`config.mk`:
```
export PLATFORM = sky130hd
export DESIGN_NAME = rtc_irq_sync_regs
export DESIGN_NICKNAME = d
export VERILOG_FILES = /design/src/core/rtc_irq_pkg.sv /design/src/core/rtc_sync_busy.sv /design/src/core/rtc_irq_sync_regs.sv
export SDC_FILE = /design/constraint.sdc
export NUM_CORES = 1
export LEC_CHECK = 0
export ABC_CLOCK_PERIOD_IN_PS = 1750
export BUFFER_PORTS_ARGS = -buffer_cell sky130_fd_sc_hd__buf_2
export CELL_PAD_IN_SITES_DETAIL_PLACEMENT = 2
export CELL_PAD_IN_SITES_GLOBAL_PLACEMENT = 2
export CORE_ASPECT_RATIO = 1.1
export CORE_MARGIN = 2
export CORE_UTILIZATION = 30
export CTS_CLUSTER_DIAMETER = 60
export DETAILED_ROUTE_END_ITERATION = 8
export PLACE_DENSITY_LB_ADDON = 0.1
export SLEW_MARGIN = 20
export SYNTH_ARGS = -nofsm -noshare
export SYNTH_HDL_FRONTEND = slang
export SYNTH_SLANG_ARGS = --single-unit
```
`constraint.sdc`:
```
create_clock -name mclk -period 1.75 [get_ports mclk]
set_input_delay 0.175 -clock mclk [delete_from_list [all_inputs] [get_ports mclk]]
set_output_delay 0.175 -clock mclk [all_outputs]
set_load 0.1 [all_outputs]
```
`src/core/rtc_irq_pkg.sv`:
```
// package: register map, field layout and timing for the counter irq block
package rtc_irq_pkg;

  // ==========================================================
  // register offsets (byte offsets on the plain register port)
  localparam logic [7:0] EVT_CTRL_OFS = 8'h04;
  localparam logic [7:0] IRQ_EN_CLR_OFS = 8'h08;
  localparam logic [7:0] IRQ_EN_SET_OFS = 8'h0A;
  localparam logic [7:0] IRQ_FLAG_OFS = 8'h0C;
  localparam logic [7:0] DBG_CTRL_OFS = 8'h0E;
  localparam logic [7:0] SYNC_BUSY_OFS = 8'h10;

  // ==========================================================
  // field positions shared by enable, flag and event-enable registers
  localparam int WRAP_BIT = 15;
  localparam int MATCH_BIT = 8;
  localparam int PER_LSB = 0;
  localparam int PER_NUM = 8;
  localparam int TAP_OFFSET = 2;
  localparam int TAP_WIDTH = 10;
  localparam logic [15:0] IRQ_FIELD_MASK = 16'h81FF;
  localparam int RUN_HALTED_BIT = 0;

  // sync busy bit positions
  localparam int SB_GP1_BIT = 20;
  localparam int SB_GP0_BIT = 19;
  localparam int SB_CNTSYNC_BIT = 15;
  localparam int SB_MATCHVAL_BIT = 5;
  localparam int SB_COUNT_BIT = 3;
  localparam int SB_ENABLE_BIT = 1;
  localparam int SB_SOFTRST_BIT = 0;
  localparam int SB_NUM = 7;

  // tracker slots inside the busy vector
  localparam int SLOT_SOFTRST = 0;
  localparam int SLOT_ENABLE = 1;
  localparam int SLOT_COUNT = 2;
  localparam int SLOT_MATCHVAL = 3;
  localparam int SLOT_CNTSYNC = 4;
  localparam int SLOT_GP0 = 5;
  localparam int SLOT_GP1 = 6;

  // ==========================================================
  // reset values
  localparam logic [15:0] IRQ_EN_RESET = 16'h0000;
  localparam logic [15:0] EVT_EN_RESET = 16'h0000;
  localparam logic [15:0] IRQ_FLAG_RESET = 16'h0000;
  localparam logic DBG_RUN_RESET = 1'b0;
  localparam logic [31:0] SYNC_BUSY_RESET = 32'h0000_0000;
  localparam logic [3:0] PRESC_OFF = 4'h0;

  // ==========================================================
  // timing: crossing time into the counter domain
  localparam int CLK_PERIOD_NS = 20;
  localparam int SYNC_TIME_NS = 60;
  localparam int SYNC_CYCLES =
    (SYNC_TIME_NS + CLK_PERIOD_NS - 1) / CLK_PERIOD_NS;
  localparam int SYNC_CNT_W = 8;

endpackage

```
`src/core/rtc_sync_busy.sv`:
```
// module: one synchronization busy tracker with a completion pulse
`timescale 1ns/10ps
module rtc_sync_busy
  import rtc_irq_pkg::*;
#(
  parameter int CYCLES = SYNC_CYCLES
)
(
  // clock and reset
  input wire logic mclk,
  input wire logic rst,
  // request and status
  input wire logic start,
  output logic busy,
  output logic done
);

  typedef struct packed {
    logic [SYNC_CNT_W-1:0] cnt;
    logic busy;
    logic done;
  } rtc_sync_state_t;

  rtc_sync_state_t st_r;
  rtc_sync_state_t st_nxt;

  // ==========================================================
  // busy rises on a request and falls after the crossing time
  always_comb
  begin
    st_nxt = st_r;
    st_nxt.done = 1'b0;
    if (start)
    begin
      st_nxt.busy = 1'b1;
      st_nxt.cnt = SYNC_CNT_W'(CYCLES - 1);
    end
    else if (st_r.busy)
    begin
      if (st_r.cnt == '0)
      begin
        st_nxt.busy = 1'b0;
        st_nxt.done = 1'b1;
      end
      else
      begin
        st_nxt.cnt = st_r.cnt - 1'b1;
      end
    end
  end

  // state register
  always_ff @(posedge mclk)
  begin
    if (rst)
    begin
      st_r <= '0;
    end
    else
    begin
      st_r <= st_nxt;
    end
  end

  assign busy = st_r.busy;
  assign done = st_r.done;

endmodule

```
`src/core/rtc_irq_sync_regs.sv`:
```
// module: interrupt, event, debug-run and sync-busy logic of the counter
// ==========================================================
// Overview of operation
// - each periodic event fires only while its event output enable is set
// - a one at bit 15 of the clear register drops the wrap enable
// - a one at bit 8 of the clear register drops the match enable
// - ones at bits 7..0 of the clear register drop periodic enables
// - a one at bit 15 of the set register raises the wrap enable
// - a one at bit 8 of the set register raises the match enable
// - ones at bits 7..0 of the set register raise periodic enables
// - set and clear registers share one enable store and read alike
// - wrap flag sets one counter tick after overflow; enabled it requests
// - match flag sets one counter tick after a match; enabled it requests
// - periodic flag n sets on rising prescaler bit n+2; enabled it requests
// - each flag clears by writing one to it; zeros leave it
// - run bit clear halts the counter while debug halts the processor
// - the run bit survives soft reset; a hard reset or a zero write clears it
// - busy bits 20 and 19 stand while general store writes cross
// - busy bit 15 stands while a read-sync enable write crosses
// - busy bit 5 stands while a match value write crosses
// - busy bit 3 stands while a counter read or write crosses
// - busy bit 1 stands while a peripheral enable change crosses
// - busy bit 0 stands while a soft reset request crosses
// - with prescaler off no periodic flags or events appear
//
// Design decision made here: the plain strobed port.
`timescale 1ns/10ps
module rtc_irq_sync_regs
  import rtc_irq_pkg::*;
#(
  parameter int SYNC_LEN = SYNC_CYCLES
)
(
  // clock and reset
  input wire logic mclk,
  input wire logic rst,
  // register port
  input wire logic [7:0] addr,
  input wire logic [31:0] wrData,
  input wire logic wrEn,
  input wire logic rdEn,
  output logic [31:0] rdData,
  // counter datapath status
  input wire logic cntTick,
  input wire logic wrapHit,
  input wire logic matchHit,
  input wire logic [TAP_WIDTH-1:0] prescTap,
  input wire logic [3:0] prescSel,
  input wire logic dbgHalted,
  // synchronization requests from the rest of the peripheral
  input wire logic [1:0] gpWrReq,
  input wire logic countSyncWrReq,
  input wire logic matchValWrReq,
  input wire logic countRdReq,
  input wire logic countWrReq,
  input wire logic enableWrReq,
  input wire logic softResetReq,
  // interrupt, events and run control
  output logic irqReq,
  output logic wrapEvt,
  output logic matchEvt,
  output logic [PER_NUM-1:0] periodicEvt,
  output logic counterRun,
  output logic softResetDone
);

  // ==========================================================
  // state of the block
  typedef struct packed {
    logic [15:0] irqEn;
    logic [15:0] evEn;
    logic [15:0] flags;
    logic runWhileHalted;
    logic wrapPend;
    logic matchPend;
    logic [PER_NUM-1:0] tapPrev;
    logic tapArmed;
    logic [31:0] rdData;
    logic irq;
    logic wrapEvt;
    logic matchEvt;
    logic [PER_NUM-1:0] perEvt;
    logic run;
    logic srDone;
  } rtc_irq_state_t;

  rtc_irq_state_t st_r;
  rtc_irq_state_t st_nxt;

  logic [SB_NUM-1:0] syncStart;
  logic [SB_NUM-1:0] sync_busy_status;
  logic [SB_NUM-1:0] syncDone;
  logic [31:0] syncWord;

  // ==========================================================
  // helper functions

  // write hit on one register
  function automatic logic wrHit(input logic [7:0] a, input logic [7:0] ofs,
                                 input logic we);
    wrHit = we && (a == ofs);
  endfunction

  // keep only the documented enable and flag positions
  function automatic logic [15:0] fieldOnly(input logic [15:0] v);
    fieldOnly = v & IRQ_FIELD_MASK;
  endfunction

  // ==========================================================
  // sync busy trackers, one per crossing register or bit
  // a repeat request restarts the count, so busy covers the latest one
  always_comb
  begin
    syncStart = '0;
    syncStart[SLOT_SOFTRST] = softResetReq;
    syncStart[SLOT_ENABLE] = enableWrReq;
    syncStart[SLOT_COUNT] = countRdReq | countWrReq;
    syncStart[SLOT_MATCHVAL] = matchValWrReq;
    syncStart[SLOT_CNTSYNC] = countSyncWrReq;
    syncStart[SLOT_GP0] = gpWrReq[0];
    syncStart[SLOT_GP1] = gpWrReq[1];
  end

  // seven identical trackers; slot order is fixed by the package
  genvar gi;
  generate
    for (gi = 0; gi < SB_NUM; gi++)
    begin : g_sync
      rtc_sync_busy #(
        .CYCLES(SYNC_LEN)
      ) u_sync (
        .mclk(mclk),
        .rst(rst),
        .start(syncStart[gi]),
        .busy(sync_busy_status[gi]),
        .done(syncDone[gi])
      );
    end
  endgenerate

  // place tracker bits at their status positions, the rest read zero
  always_comb
  begin
    syncWord = SYNC_BUSY_RESET;
    syncWord[SB_SOFTRST_BIT] = sync_busy_status[SLOT_SOFTRST];
    syncWord[SB_ENABLE_BIT] = sync_busy_status[SLOT_ENABLE];
    syncWord[SB_COUNT_BIT] = sync_busy_status[SLOT_COUNT];
    syncWord[SB_MATCHVAL_BIT] = sync_busy_status[SLOT_MATCHVAL];
    syncWord[SB_CNTSYNC_BIT] = sync_busy_status[SLOT_CNTSYNC];
    syncWord[SB_GP0_BIT] = sync_busy_status[SLOT_GP0];
    syncWord[SB_GP1_BIT] = sync_busy_status[SLOT_GP1];
  end

  // ==========================================================
  // next state
  // ticks and taps arrive already on mclk, so no crossing is needed here
  always_comb
  begin
    logic [15:0] flagSet;
    logic [15:0] flagClr;
    logic [15:0] wv;
    logic [PER_NUM-1:0] tapNow;
    logic [PER_NUM-1:0] tapRise;
    logic presOn;
    logic softRst;
    logic hitEnClr;
    logic hitEnSet;
    logic hitFlag;
    logic hitEvt;
    logic hitDbg;

    st_nxt = st_r;
    flagSet = '0;
    flagClr = '0;
    wv = fieldOnly(wrData[15:0]);
    tapNow = prescTap[TAP_OFFSET +: PER_NUM];
    presOn = (prescSel != PRESC_OFF);
    // the first cycle after reset only loads the tap history
    tapRise = st_r.tapArmed ? (tapNow & ~st_r.tapPrev) : '0;
    softRst = syncDone[SLOT_SOFTRST];
    // one decode per register offset
    hitEnClr = wrHit(addr, IRQ_EN_CLR_OFS, wrEn);
    hitEnSet = wrHit(addr, IRQ_EN_SET_OFS, wrEn);
    hitFlag = wrHit(addr, IRQ_FLAG_OFS, wrEn);
    hitEvt = wrHit(addr, EVT_CTRL_OFS, wrEn);
    hitDbg = wrHit(addr, DBG_CTRL_OFS, wrEn);

    // one-cycle outputs fall back by default
    st_nxt.wrapEvt = 1'b0;
    st_nxt.matchEvt = 1'b0;
    st_nxt.perEvt = '0;
    st_nxt.srDone = softRst;
    st_nxt.tapPrev = tapNow;
    st_nxt.tapArmed = 1'b1;

    // wrap and match are seen on a tick and flagged on the next tick
    if (cntTick)
    begin
      if (st_r.wrapPend)
      begin
        flagSet[WRAP_BIT] = 1'b1;
        st_nxt.wrapEvt = st_r.evEn[WRAP_BIT];
      end
      if (st_r.matchPend)
      begin
        flagSet[MATCH_BIT] = 1'b1;
        st_nxt.matchEvt = st_r.evEn[MATCH_BIT];
      end
      st_nxt.wrapPend = wrapHit;
      st_nxt.matchPend = matchHit;
    end

    // periodic flags and events from rising prescaler taps
    if (presOn)
    begin
      flagSet[PER_LSB +: PER_NUM] = tapRise;
      st_nxt.perEvt = tapRise & st_r.evEn[PER_LSB +: PER_NUM];
    end

    // register writes
    // clear and set sit at different offsets, so they never meet
    if (hitEnClr)
    begin
      st_nxt.irqEn = st_r.irqEn & ~wv;
    end
    if (hitEnSet)
    begin
      st_nxt.irqEn = st_r.irqEn | wv;
    end
    if (hitFlag)
    begin
      flagClr = wv;
    end
    if (hitEvt)
    begin
      st_nxt.evEn = wv;
    end
    if (hitDbg)
    begin
      st_nxt.runWhileHalted = wrData[RUN_HALTED_BIT];
    end
    // the sync busy offset takes no write at all

    // a new event wins over a clear in the same cycle
    // so a flag can never be lost to a late clear
    st_nxt.flags = fieldOnly((st_r.flags & ~flagClr) | flagSet);

    // soft reset completion returns enables, flags, pending and events to reset, keeping the run bit
    // it lands one cycle after busy falls, so a read in that cycle sees busy low with the old state
    if (softRst)
    begin
      st_nxt.irqEn = IRQ_EN_RESET;
      st_nxt.evEn = EVT_EN_RESET;
      st_nxt.flags = IRQ_FLAG_RESET;
      st_nxt.wrapPend = 1'b0;
      st_nxt.matchPend = 1'b0;
      st_nxt.wrapEvt = 1'b0;
      st_nxt.matchEvt = 1'b0;
      st_nxt.perEvt = '0;
      st_nxt.runWhileHalted = st_r.runWhileHalted;
    end

    // interrupt request from enabled flags
    // registered, so it trails the flag by one cycle
    st_nxt.irq = |(st_r.flags & st_r.irqEn);

    // counter halts in debug unless told to run on
    st_nxt.run = ~dbgHalted | st_r.runWhileHalted;

    // read data, present in the cycle after the read strobe only
    // idle cycles and unmapped offsets return zero
    st_nxt.rdData = 32'h0000_0000;
    if (rdEn)
    begin
      case (addr)
        EVT_CTRL_OFS:
        begin
          st_nxt.rdData = {16'h0000, st_r.evEn};
        end
        IRQ_EN_CLR_OFS, IRQ_EN_SET_OFS:
        begin
          st_nxt.rdData = {16'h0000, st_r.irqEn};
        end
        IRQ_FLAG_OFS:
        begin
          st_nxt.rdData = {16'h0000, st_r.flags};
        end
        DBG_CTRL_OFS:
        begin
          st_nxt.rdData = {31'h0000_0000, st_r.runWhileHalted};
        end
        SYNC_BUSY_OFS:
        begin
          st_nxt.rdData = syncWord;
        end
        default:
        begin
          st_nxt.rdData = 32'h0000_0000;
        end
      endcase
    end
  end

  // ==========================================================
  // state register; hard reset clears everything including run bit
  // soft reset never reaches this branch; it runs through st_nxt
  always_ff @(posedge mclk)
  begin
    if (rst)
    begin
      st_r.irqEn <= IRQ_EN_RESET;
      st_r.evEn <= EVT_EN_RESET;
      st_r.flags <= IRQ_FLAG_RESET;
      st_r.runWhileHalted <= DBG_RUN_RESET;
      st_r.wrapPend <= 1'b0;
      st_r.matchPend <= 1'b0;
      st_r.tapPrev <= '0;
      st_r.tapArmed <= 1'b0;
      st_r.rdData <= 32'h0000_0000;
      st_r.irq <= 1'b0;
      st_r.wrapEvt <= 1'b0;
      st_r.matchEvt <= 1'b0;
      st_r.perEvt <= '0;
      st_r.run <= 1'b0;
      st_r.srDone <= 1'b0;
    end
    else
    begin
      st_r <= st_nxt;
    end
  end

  // ==========================================================
  // outputs straight from the state register
  // no logic after the flops, so outputs are glitch free
  assign rdData = st_r.rdData;
  assign irqReq = st_r.irq;
  assign wrapEvt = st_r.wrapEvt;
  assign matchEvt = st_r.matchEvt;
  assign periodicEvt = st_r.perEvt;
  assign counterRun = st_r.run;
  assign softResetDone = st_r.srDone;

endmodule

```
==> metrics.txt, run 1 <==
Hold WC Path Type in2reg; Max VDD drop 0.653 mV; Worst-Margin Slew 587 ps; placed cell count 974; share of cells above drive strength 1 26.7%; antenna violations before repair 1; Clock Power Share 49.0%; vias in the first global route 5574; Finished Core Util 38.7%; Final Skew 9.01 ps; Top Ports 115; Final Max Tran Viols 0; Clock Pin Slew Worst Setup and Hold Paths 60 ps; Finished Cell Area 7640 sq um; Avg Cell Area, Syn 9.27 sq um; number of setup violations in the final report 0; Cell Pwr Density 1100 nW/um^2; total track usage 17.5%; final wirelength 18200 um; Total Nets Final 840; required time worst endpoint 2090 ps; Remaining DRCs 0; R2R Setup Slk 50 ps; Synth area leader dfxtp_1; top_reg_cell synth dfxtp_1; CTS Root Buffer Type clkbuf_16; count leader, synth dfxtp_1; Cell Area, Placed 6710 sq um; CTS tree yes; TritonCTS sink count 131; initial core utilization 30.4%; fin cells 1020; post-route ant nets 0; gpl congestion 0.771; Most common cell on crit path or4_1; EDFF count, synth 0; area of the mapped netlist 5990 sq um; crit path time final 1700 ps; die height 152 um; Synth top area share 43.8%; Via density 4.95; Net Switching 2.14 mW; leakage power 3.15 nW; met2 wire length 9540 um; CP delay by family, top simple AND/OR/NAND/NOR gates; asr flop ratio synth 0%; drt pass-1 iters 5; CP arrival 2040 ps; largest net degree at the start of global routing 20; CP startpoint kind flop; first-pass GRT wire length 29500 um; core area 19700 sq um; Top Layer Used met4; Routed met1 length 7750 um; Slew Limit Headroom 60.5%; met3 WL 489 um; Synth Register Bits 131; fmax 587 MHz; Final Cycle Share 97.3%; via count 5052; total CTS buffers 17; Buffers & Inverters on Critical Path 0; # diodes 0; Yosys warnings 0; CP peak stage delay 580 ps; Tot Pwr 8.40 mW; Hold Fails Final Rpt 0; clk_lat worst skew 420 ps; port bufs 70; outcome complete, no violations; synth cell count leaders dfxtp_1, nor2_1, buf_4; clock buffer depth 2; worst-path cell chain or4_1 -> or4_1 -> a21oi_1; die width 139 um; row cnt 54; CP Max Fanout 6; Slowest cell on crit path or4_1; synth top area cells dfxtp_1, buf_4, nor2_1; DRT iter0 DRCs 94; Routed WL per cell 17.9 um; Syn Inst Count 646; Seq pwr share 37.7%; total congestion overflow 0; die area 21100 sq um; critical path capture point type flop; H-tree Lvls 4; DPL Wire Length 13400 um; number of library cell types mapped by synthesis 66; Logic pwr share 13.3%; post-synthesis sequential area ratio 43.8%; Worst Setup Path Type reg2reg; cell-internal power 6.26 mW; max-cap violation count 0; Layout area overhead 27.6%; switching share of power 25.5%
## cell type report
type / instances / area (sq um)
Multi-Input combinational cell: 449 / 3110
Timing Repair Buffer: 128 / 808
Sequential cell: 131 / 2630
Fill cell: 2169 / 12100
Inverter: 29 / 109
Clock buffer: 19 / 453
Tap cell: 252 / 315
Clock inverter: 12 / 226
## worst register-to-register path: cells and delay by family, from the launching register on
kind	cells	cell delay, ps
simple gates	2	1110
flops	1	360
compound gates	1	160
## power by group through the flow
stage | clock network (mW) | logic [mW] | registers [mW]
final | 4.12 | 1.12 | 3.17
after global routing | 4.36 | 1.23 | 3.18
after CTS | 4.23 | 1.07 | 3.16
after detailed placement | 0 | 1.03 | 3.22
after global placement | 0 | 0.992 | 3.22
after floorplan | 0 | 0.730 | 3.22
## metal layers
metal  track usage (%)  vias to the layer above
met5                 0                        -
met4              7.02                        0
met3              3.36                       26
met2              31.6                       77
met1              20.3                     2492
li1                  -                     2457
## timing repair
item | CTS | global route
hold buffers | 9 | 0
pin swaps | 3 | 5
endpoints found under the setup margin | 5 | 23
setup buffers | 1 | 5
gates cloned | 0 | 0
hold endpoints to repair | 9 | 0
resized for setup | 6 | 27
## state kept, by name, indices dropped and copies added (netlist names), named ones only
signal and flops:
st_r 32, irqReq 1, periodicEvt 8, counterRun 1, g_sync.u_sync.busy 7, wrapEvt 1
rdData 12, softResetDone 1, matchEvt 1, g_sync.u_sync.done 1, g_sync.u_sync.st_r 56
## cells in the final DEF, fill, tap and decap left out, types with 14 or more instances in the layout
cell / n
nor2b_1: 21
o21ai_1: 15
nand2_1: 30
mux2i_1: 24
conb_1: 20
nor2_1: 79
nand3_1: 25
dfxtp_1: 128
xnor2_1: 14
clkbuf_16: 17
buf_4: 49
inv_1: 24
a21oi_1: 30
buf_2: 70
## through the flow
step	setup TNS [ps]	hold WS, ps	setup WS (ps)
2_1_floorplan	-0.313	271	-0.313
3_3_place_gp	0	360	31.0
3_5_place_dp	-87.5	365	-45.5
4_1_cts	0	0.109	0.250
5_1_grt	-56.7	25.2	-19.3
6_report	0	5.32	46.9
## final timing paths
path                                    startpoint                               endpoint  depth (start not counted)
max reg2reg  g_sync[3].u_sync.st_r[4]$_SDFFE_PP0P_  g_sync[3].u_sync.st_r[8]$_SDFFE_PP0P_                          3
max          g_sync[3].u_sync.st_r[4]$_SDFFE_PP0P_  g_sync[3].u_sync.st_r[8]$_SDFFE_PP0P_                          3
min reg2reg                                   flop                                   flop                          2
min                                    prescTap[7]                    st_r[51]$_SDFF_PP0_                          2
## cell families (layout without fill, tap and decap cells)
group	count (synthesis)	count (layout)	synth area share, %
compound gates	109	109	12.9
xor+xnor	27	27	3.95
fa+ha+maj	14	14	2.93
buf+inv	85	188	7.92
flops	131	131	43.8
mux	33	33	5.70
other cells	1	20	0.0626
simple gates	246	246	22.8
(Power assumes the default switching activity.)
==> run 2: changes to the inputs <==
- ABC_AREA: default -> 1
- CAP_MARGIN: default -> 20
- CORE_UTILIZATION: 30 -> 27
==> run 2 against run 1 <==
Against the previous run: global-route usage down 0.70 points; clock power down 7.8%; final area rose by 4.8%; sequential share of layout area decreased by 1.6 points; routed wire length rose by 15%; highest routed layer unchanged.
==> metrics.txt, run 2 <==
max-cap violation count 0 (unchanged); total CTS buffers 17 (unchanged); antenna violations before repair 0 (-1); Largest register FFs 56 (unchanged); Clock Pin Slew Worst Setup and Hold Paths 60 ps (about the same); gpl congestion 0.727 (-5.7%); most frequent cells in the layout nand2_1, nor2_1, inv_1; area of the multi-input gates 3230 sq um (+4.0%); R2R Path Start g_sync[4].u_sync.st_r[2]$_SDFFE_PP0P_; die height 169 um (+11%); hold path cells 3 (+1); Yosys warnings 0 (unchanged); fmax 660 MHz (+12%); vias in the first global route 6806 (+22%); HP Start countSyncWrReq; count leader, synth nand2_1; worst-case reg-to-reg path depth 7 (+4); die width 154 um (+11%); area of the mapped netlist 6650 sq um (+11%); r2r endpoint g_sync[4].u_sync.st_r[5]$_SDFFE_PP0P_; # diodes 0 (unchanged); post-route ant nets 0 (unchanged); largest net degree at the start of global routing 29 (+45%); Routed WL per cell 14.6 um (-18%); CP Max Fanout 8 (+2); total congestion overflow 0 (unchanged); DRT iter0 DRCs 175 (+86%); Max VDD drop 0.542 mV (-17%); pre-CTS setup slack 198 ps (+244 ps); CTS Root Buffer Type clkbuf_16; Synth top area share 39.4% (-4.4 points); required time worst endpoint 2110 ps (+20 ps); number of library cell types mapped by synthesis 31 (-53%); die area 25900 sq um (+23%); Cell Pwr Density 1010 nW/um^2 (-7.7%); Slowest cell on crit path dfxtp_1; leakage power 3.68 nW (+17%); EDFF count, synth 0 (unchanged); Hold WS 24.5 ps (+19.1 ps); largest registers g_sync.u_sync.st_r: 56 flops, st_r: 32 flops, rdData: 12 flops; switching share of power 29.4% (+3.9 points); final setup margin 235 ps (+188 ps); Final Cycle Share 86.6% (-11 points); core area 24300 sq um (+23%); post-synthesis sequential area ratio 39.4% (-4.4 points); worst-path cell chain inv_1 -> ha_1 -> nand2_1 -> nor2_1 -> nor2_2 -> o21ai_0 -> a21oi_1; top_reg_cell synth dfxtp_1; register area 2620 sq um (-0.14%); CP arrival 1870 ps (-170 ps); RSZ-0062 raised after global routing false; commonest non-fill, non-tap cell in the layout nand2_1; initial core utilization 27.3% (-3.0 points); final wirelength 21000 um (+15%); Worst Setup Path Type reg2reg; first-pass GRT wire length 34800 um (+18%); Remaining DRCs 0 (unchanged); Total Nets Final 1192 (+42%); Via density 4.52 (-8.7%); clock buffer depth 2 (unchanged); via count 6469 (+28%); critical path capture point type flop; R2R Setup Slk 240 ps (+190 ps); H-tree Lvls 4 (unchanged); drt pass-1 iters 4 (-1); Hold WC Path Type in2reg; port bufs 70 (unchanged); TNS Setup 0 ps (unchanged); Logic pwr share 14.3% (+1.0 points); Final Max Tran Viols 0 (unchanged); CP peak stage delay 330 ps (-250 ps); CP startpoint kind flop; asr flop ratio synth 0% (unchanged); Seq pwr share 38.9% (+1.2 points); crit path time final 1510 ps (-188 ps); Final Skew 13.9 ps (+4.89 ps); Layout area overhead 20.5%; cell-internal power 5.74 mW (-8.3%); fill cell count 3042 (+40%); row cnt 60 (+11%); total track usage 16.8% (-0.70 points); Synth Register Bits 131 (unchanged); DPL Wire Length 15800 um (+18%); Top Ports 115 (unchanged); hold endpoint g_sync[4].u_sync.busy$_SDFF_PP0_; postcts setup bufs 0 (-1); Synth area leader dfxtp_1; Syn Inst Count 1020 (+58%); CTS tree yes; number of setup violations in the final report 0 (unchanged); share of cells above drive strength 1 12.7% (-14 points); Hold Fails Final Rpt 0 (unchanged); synth top area cells dfxtp_1, nand2_1, nor2_1; clk_lat worst skew 420 ps (about the same); Net Switching 2.39 mW (+11%); synth cell count leaders nand2_1, nor2_1, inv_1; Clock Power Share 46.8% (-2.2 points); outcome complete, no violations; Avg Cell Area, Syn 6.52 sq um (-30%); Biggest register g_sync.u_sync.st_r; TritonCTS sink count 131 (unchanged)
-- run 2: changes by cell type after synthesis, moves of 9 or more --
cell / change
a21oi_1: +27
a32o_1: -9
and3_1: -9
inv_1: +105
mux2i_1: -24
nand2_1: +265
nand3_1: +33
nor2_1: +93
nor2b_1: -22
nor4_1: -9
o21ai_0: +31
o21ai_1: -14
xnor2_1: -12
-- run 2: layout make-up --
type	count	area share (%)
Inverter	139	6.57
Clock buffer	19	5.53
Tap cell	310	4.84
Clock inverter	13	2.20
Timing Repair Buffer	101	7.81
Sequential cell	131	32.7
Multi-Input combinational cell	718	40.3
-- run 2: routing by layer --
| metal | global-route usage, % | part of all wire [%] | vias to the layer above |
|---|---|---|---|
| met2 | 29.9 | 50 | 77 |
| met4 | 4.75 | 1.5 | 0 |
| met3 | 2.76 | 2.5 | 20 |
| met1 | 20.9 | 46 | 3105 |
| li1 | - | - | 3267 |
| met5 | 0 | 0 | - |
-- run 2: worst max path at each step --
stage	from	cells past startpoint	endpoint	slack, ps
global route	g_sync[3].u_sync.st_r[5]$_SDFFE_PP0P_	5	g_sync[3].u_sync.st_r[9]$_SDFFE_PP0P_	80
global placement	addr[7]	8	rdData[5]$_SDFF_PP0_	190
floorplan	g_sync[1].u_sync.st_r[2]$_SDFFE_PP0P_	7	g_sync[1].u_sync.st_r[3]$_SDFFE_PP0P_	420
CTS	g_sync[3].u_sync.st_r[4]$_SDFFE_PP0P_	5	g_sync[3].u_sync.st_r[9]$_SDFFE_PP0P_	160
finish	g_sync[4].u_sync.st_r[2]$_SDFFE_PP0P_	7	g_sync[4].u_sync.st_r[5]$_SDFFE_PP0P_	240
detailed placement	addr[7]	8	st_r[77]$_SDFFE_PP0P_	200
-- run 2: what timing repair did --
action,CTS,global route
endpoints found under the setup margin,0,3
hold buffers,12,0
endpoints found under the hold margin,12,0
resized for setup,0,1
-- run 2: cells by family after synthesis --
family	Yosys count	synth area share (%)
buffers and inverters	190	13.2
other	1	0.0564
xor gates and xnor gates	12	1.58
DFF	131	39.4
and+or+nand+nor	571	35.1
AOI/OAI and AO/OA	101	7.96
adders and majority gates	14	2.63
-- run 2: worst max-delay path: cells and delay by family (launching register included) --
family          cells  cell delay [ps]
compound gates      2              320
fa+ha+maj           1              220
buf+inv             1              110
flops               1              330
simple gates        3              470
-- run 2: stage by stage --
step           instances  util (%)  power [mW]  cell area (sq um)
6_report            1431      32.9        8.13               8010
5_1_grt             1431      32.9        8.57               8010
4_1_cts             1431      32.9        8.28               8010
3_5_place_dp        1387      29.9        4.39               7270
3_3_place_gp        1387      29.9        4.36               7270
2_1_floorplan       1039         -        4.07               6720
-- run 2: power by group through the flow --
stage,combinational [mW],clock [mW],sequential (mW)
global placement,1.13,0,3.23
CTS,1.19,3.92,3.17
detailed placement,1.16,0,3.23
global route,1.33,4.07,3.18
floorplan,0.861,0,3.21
finish,1.16,3.80,3.16
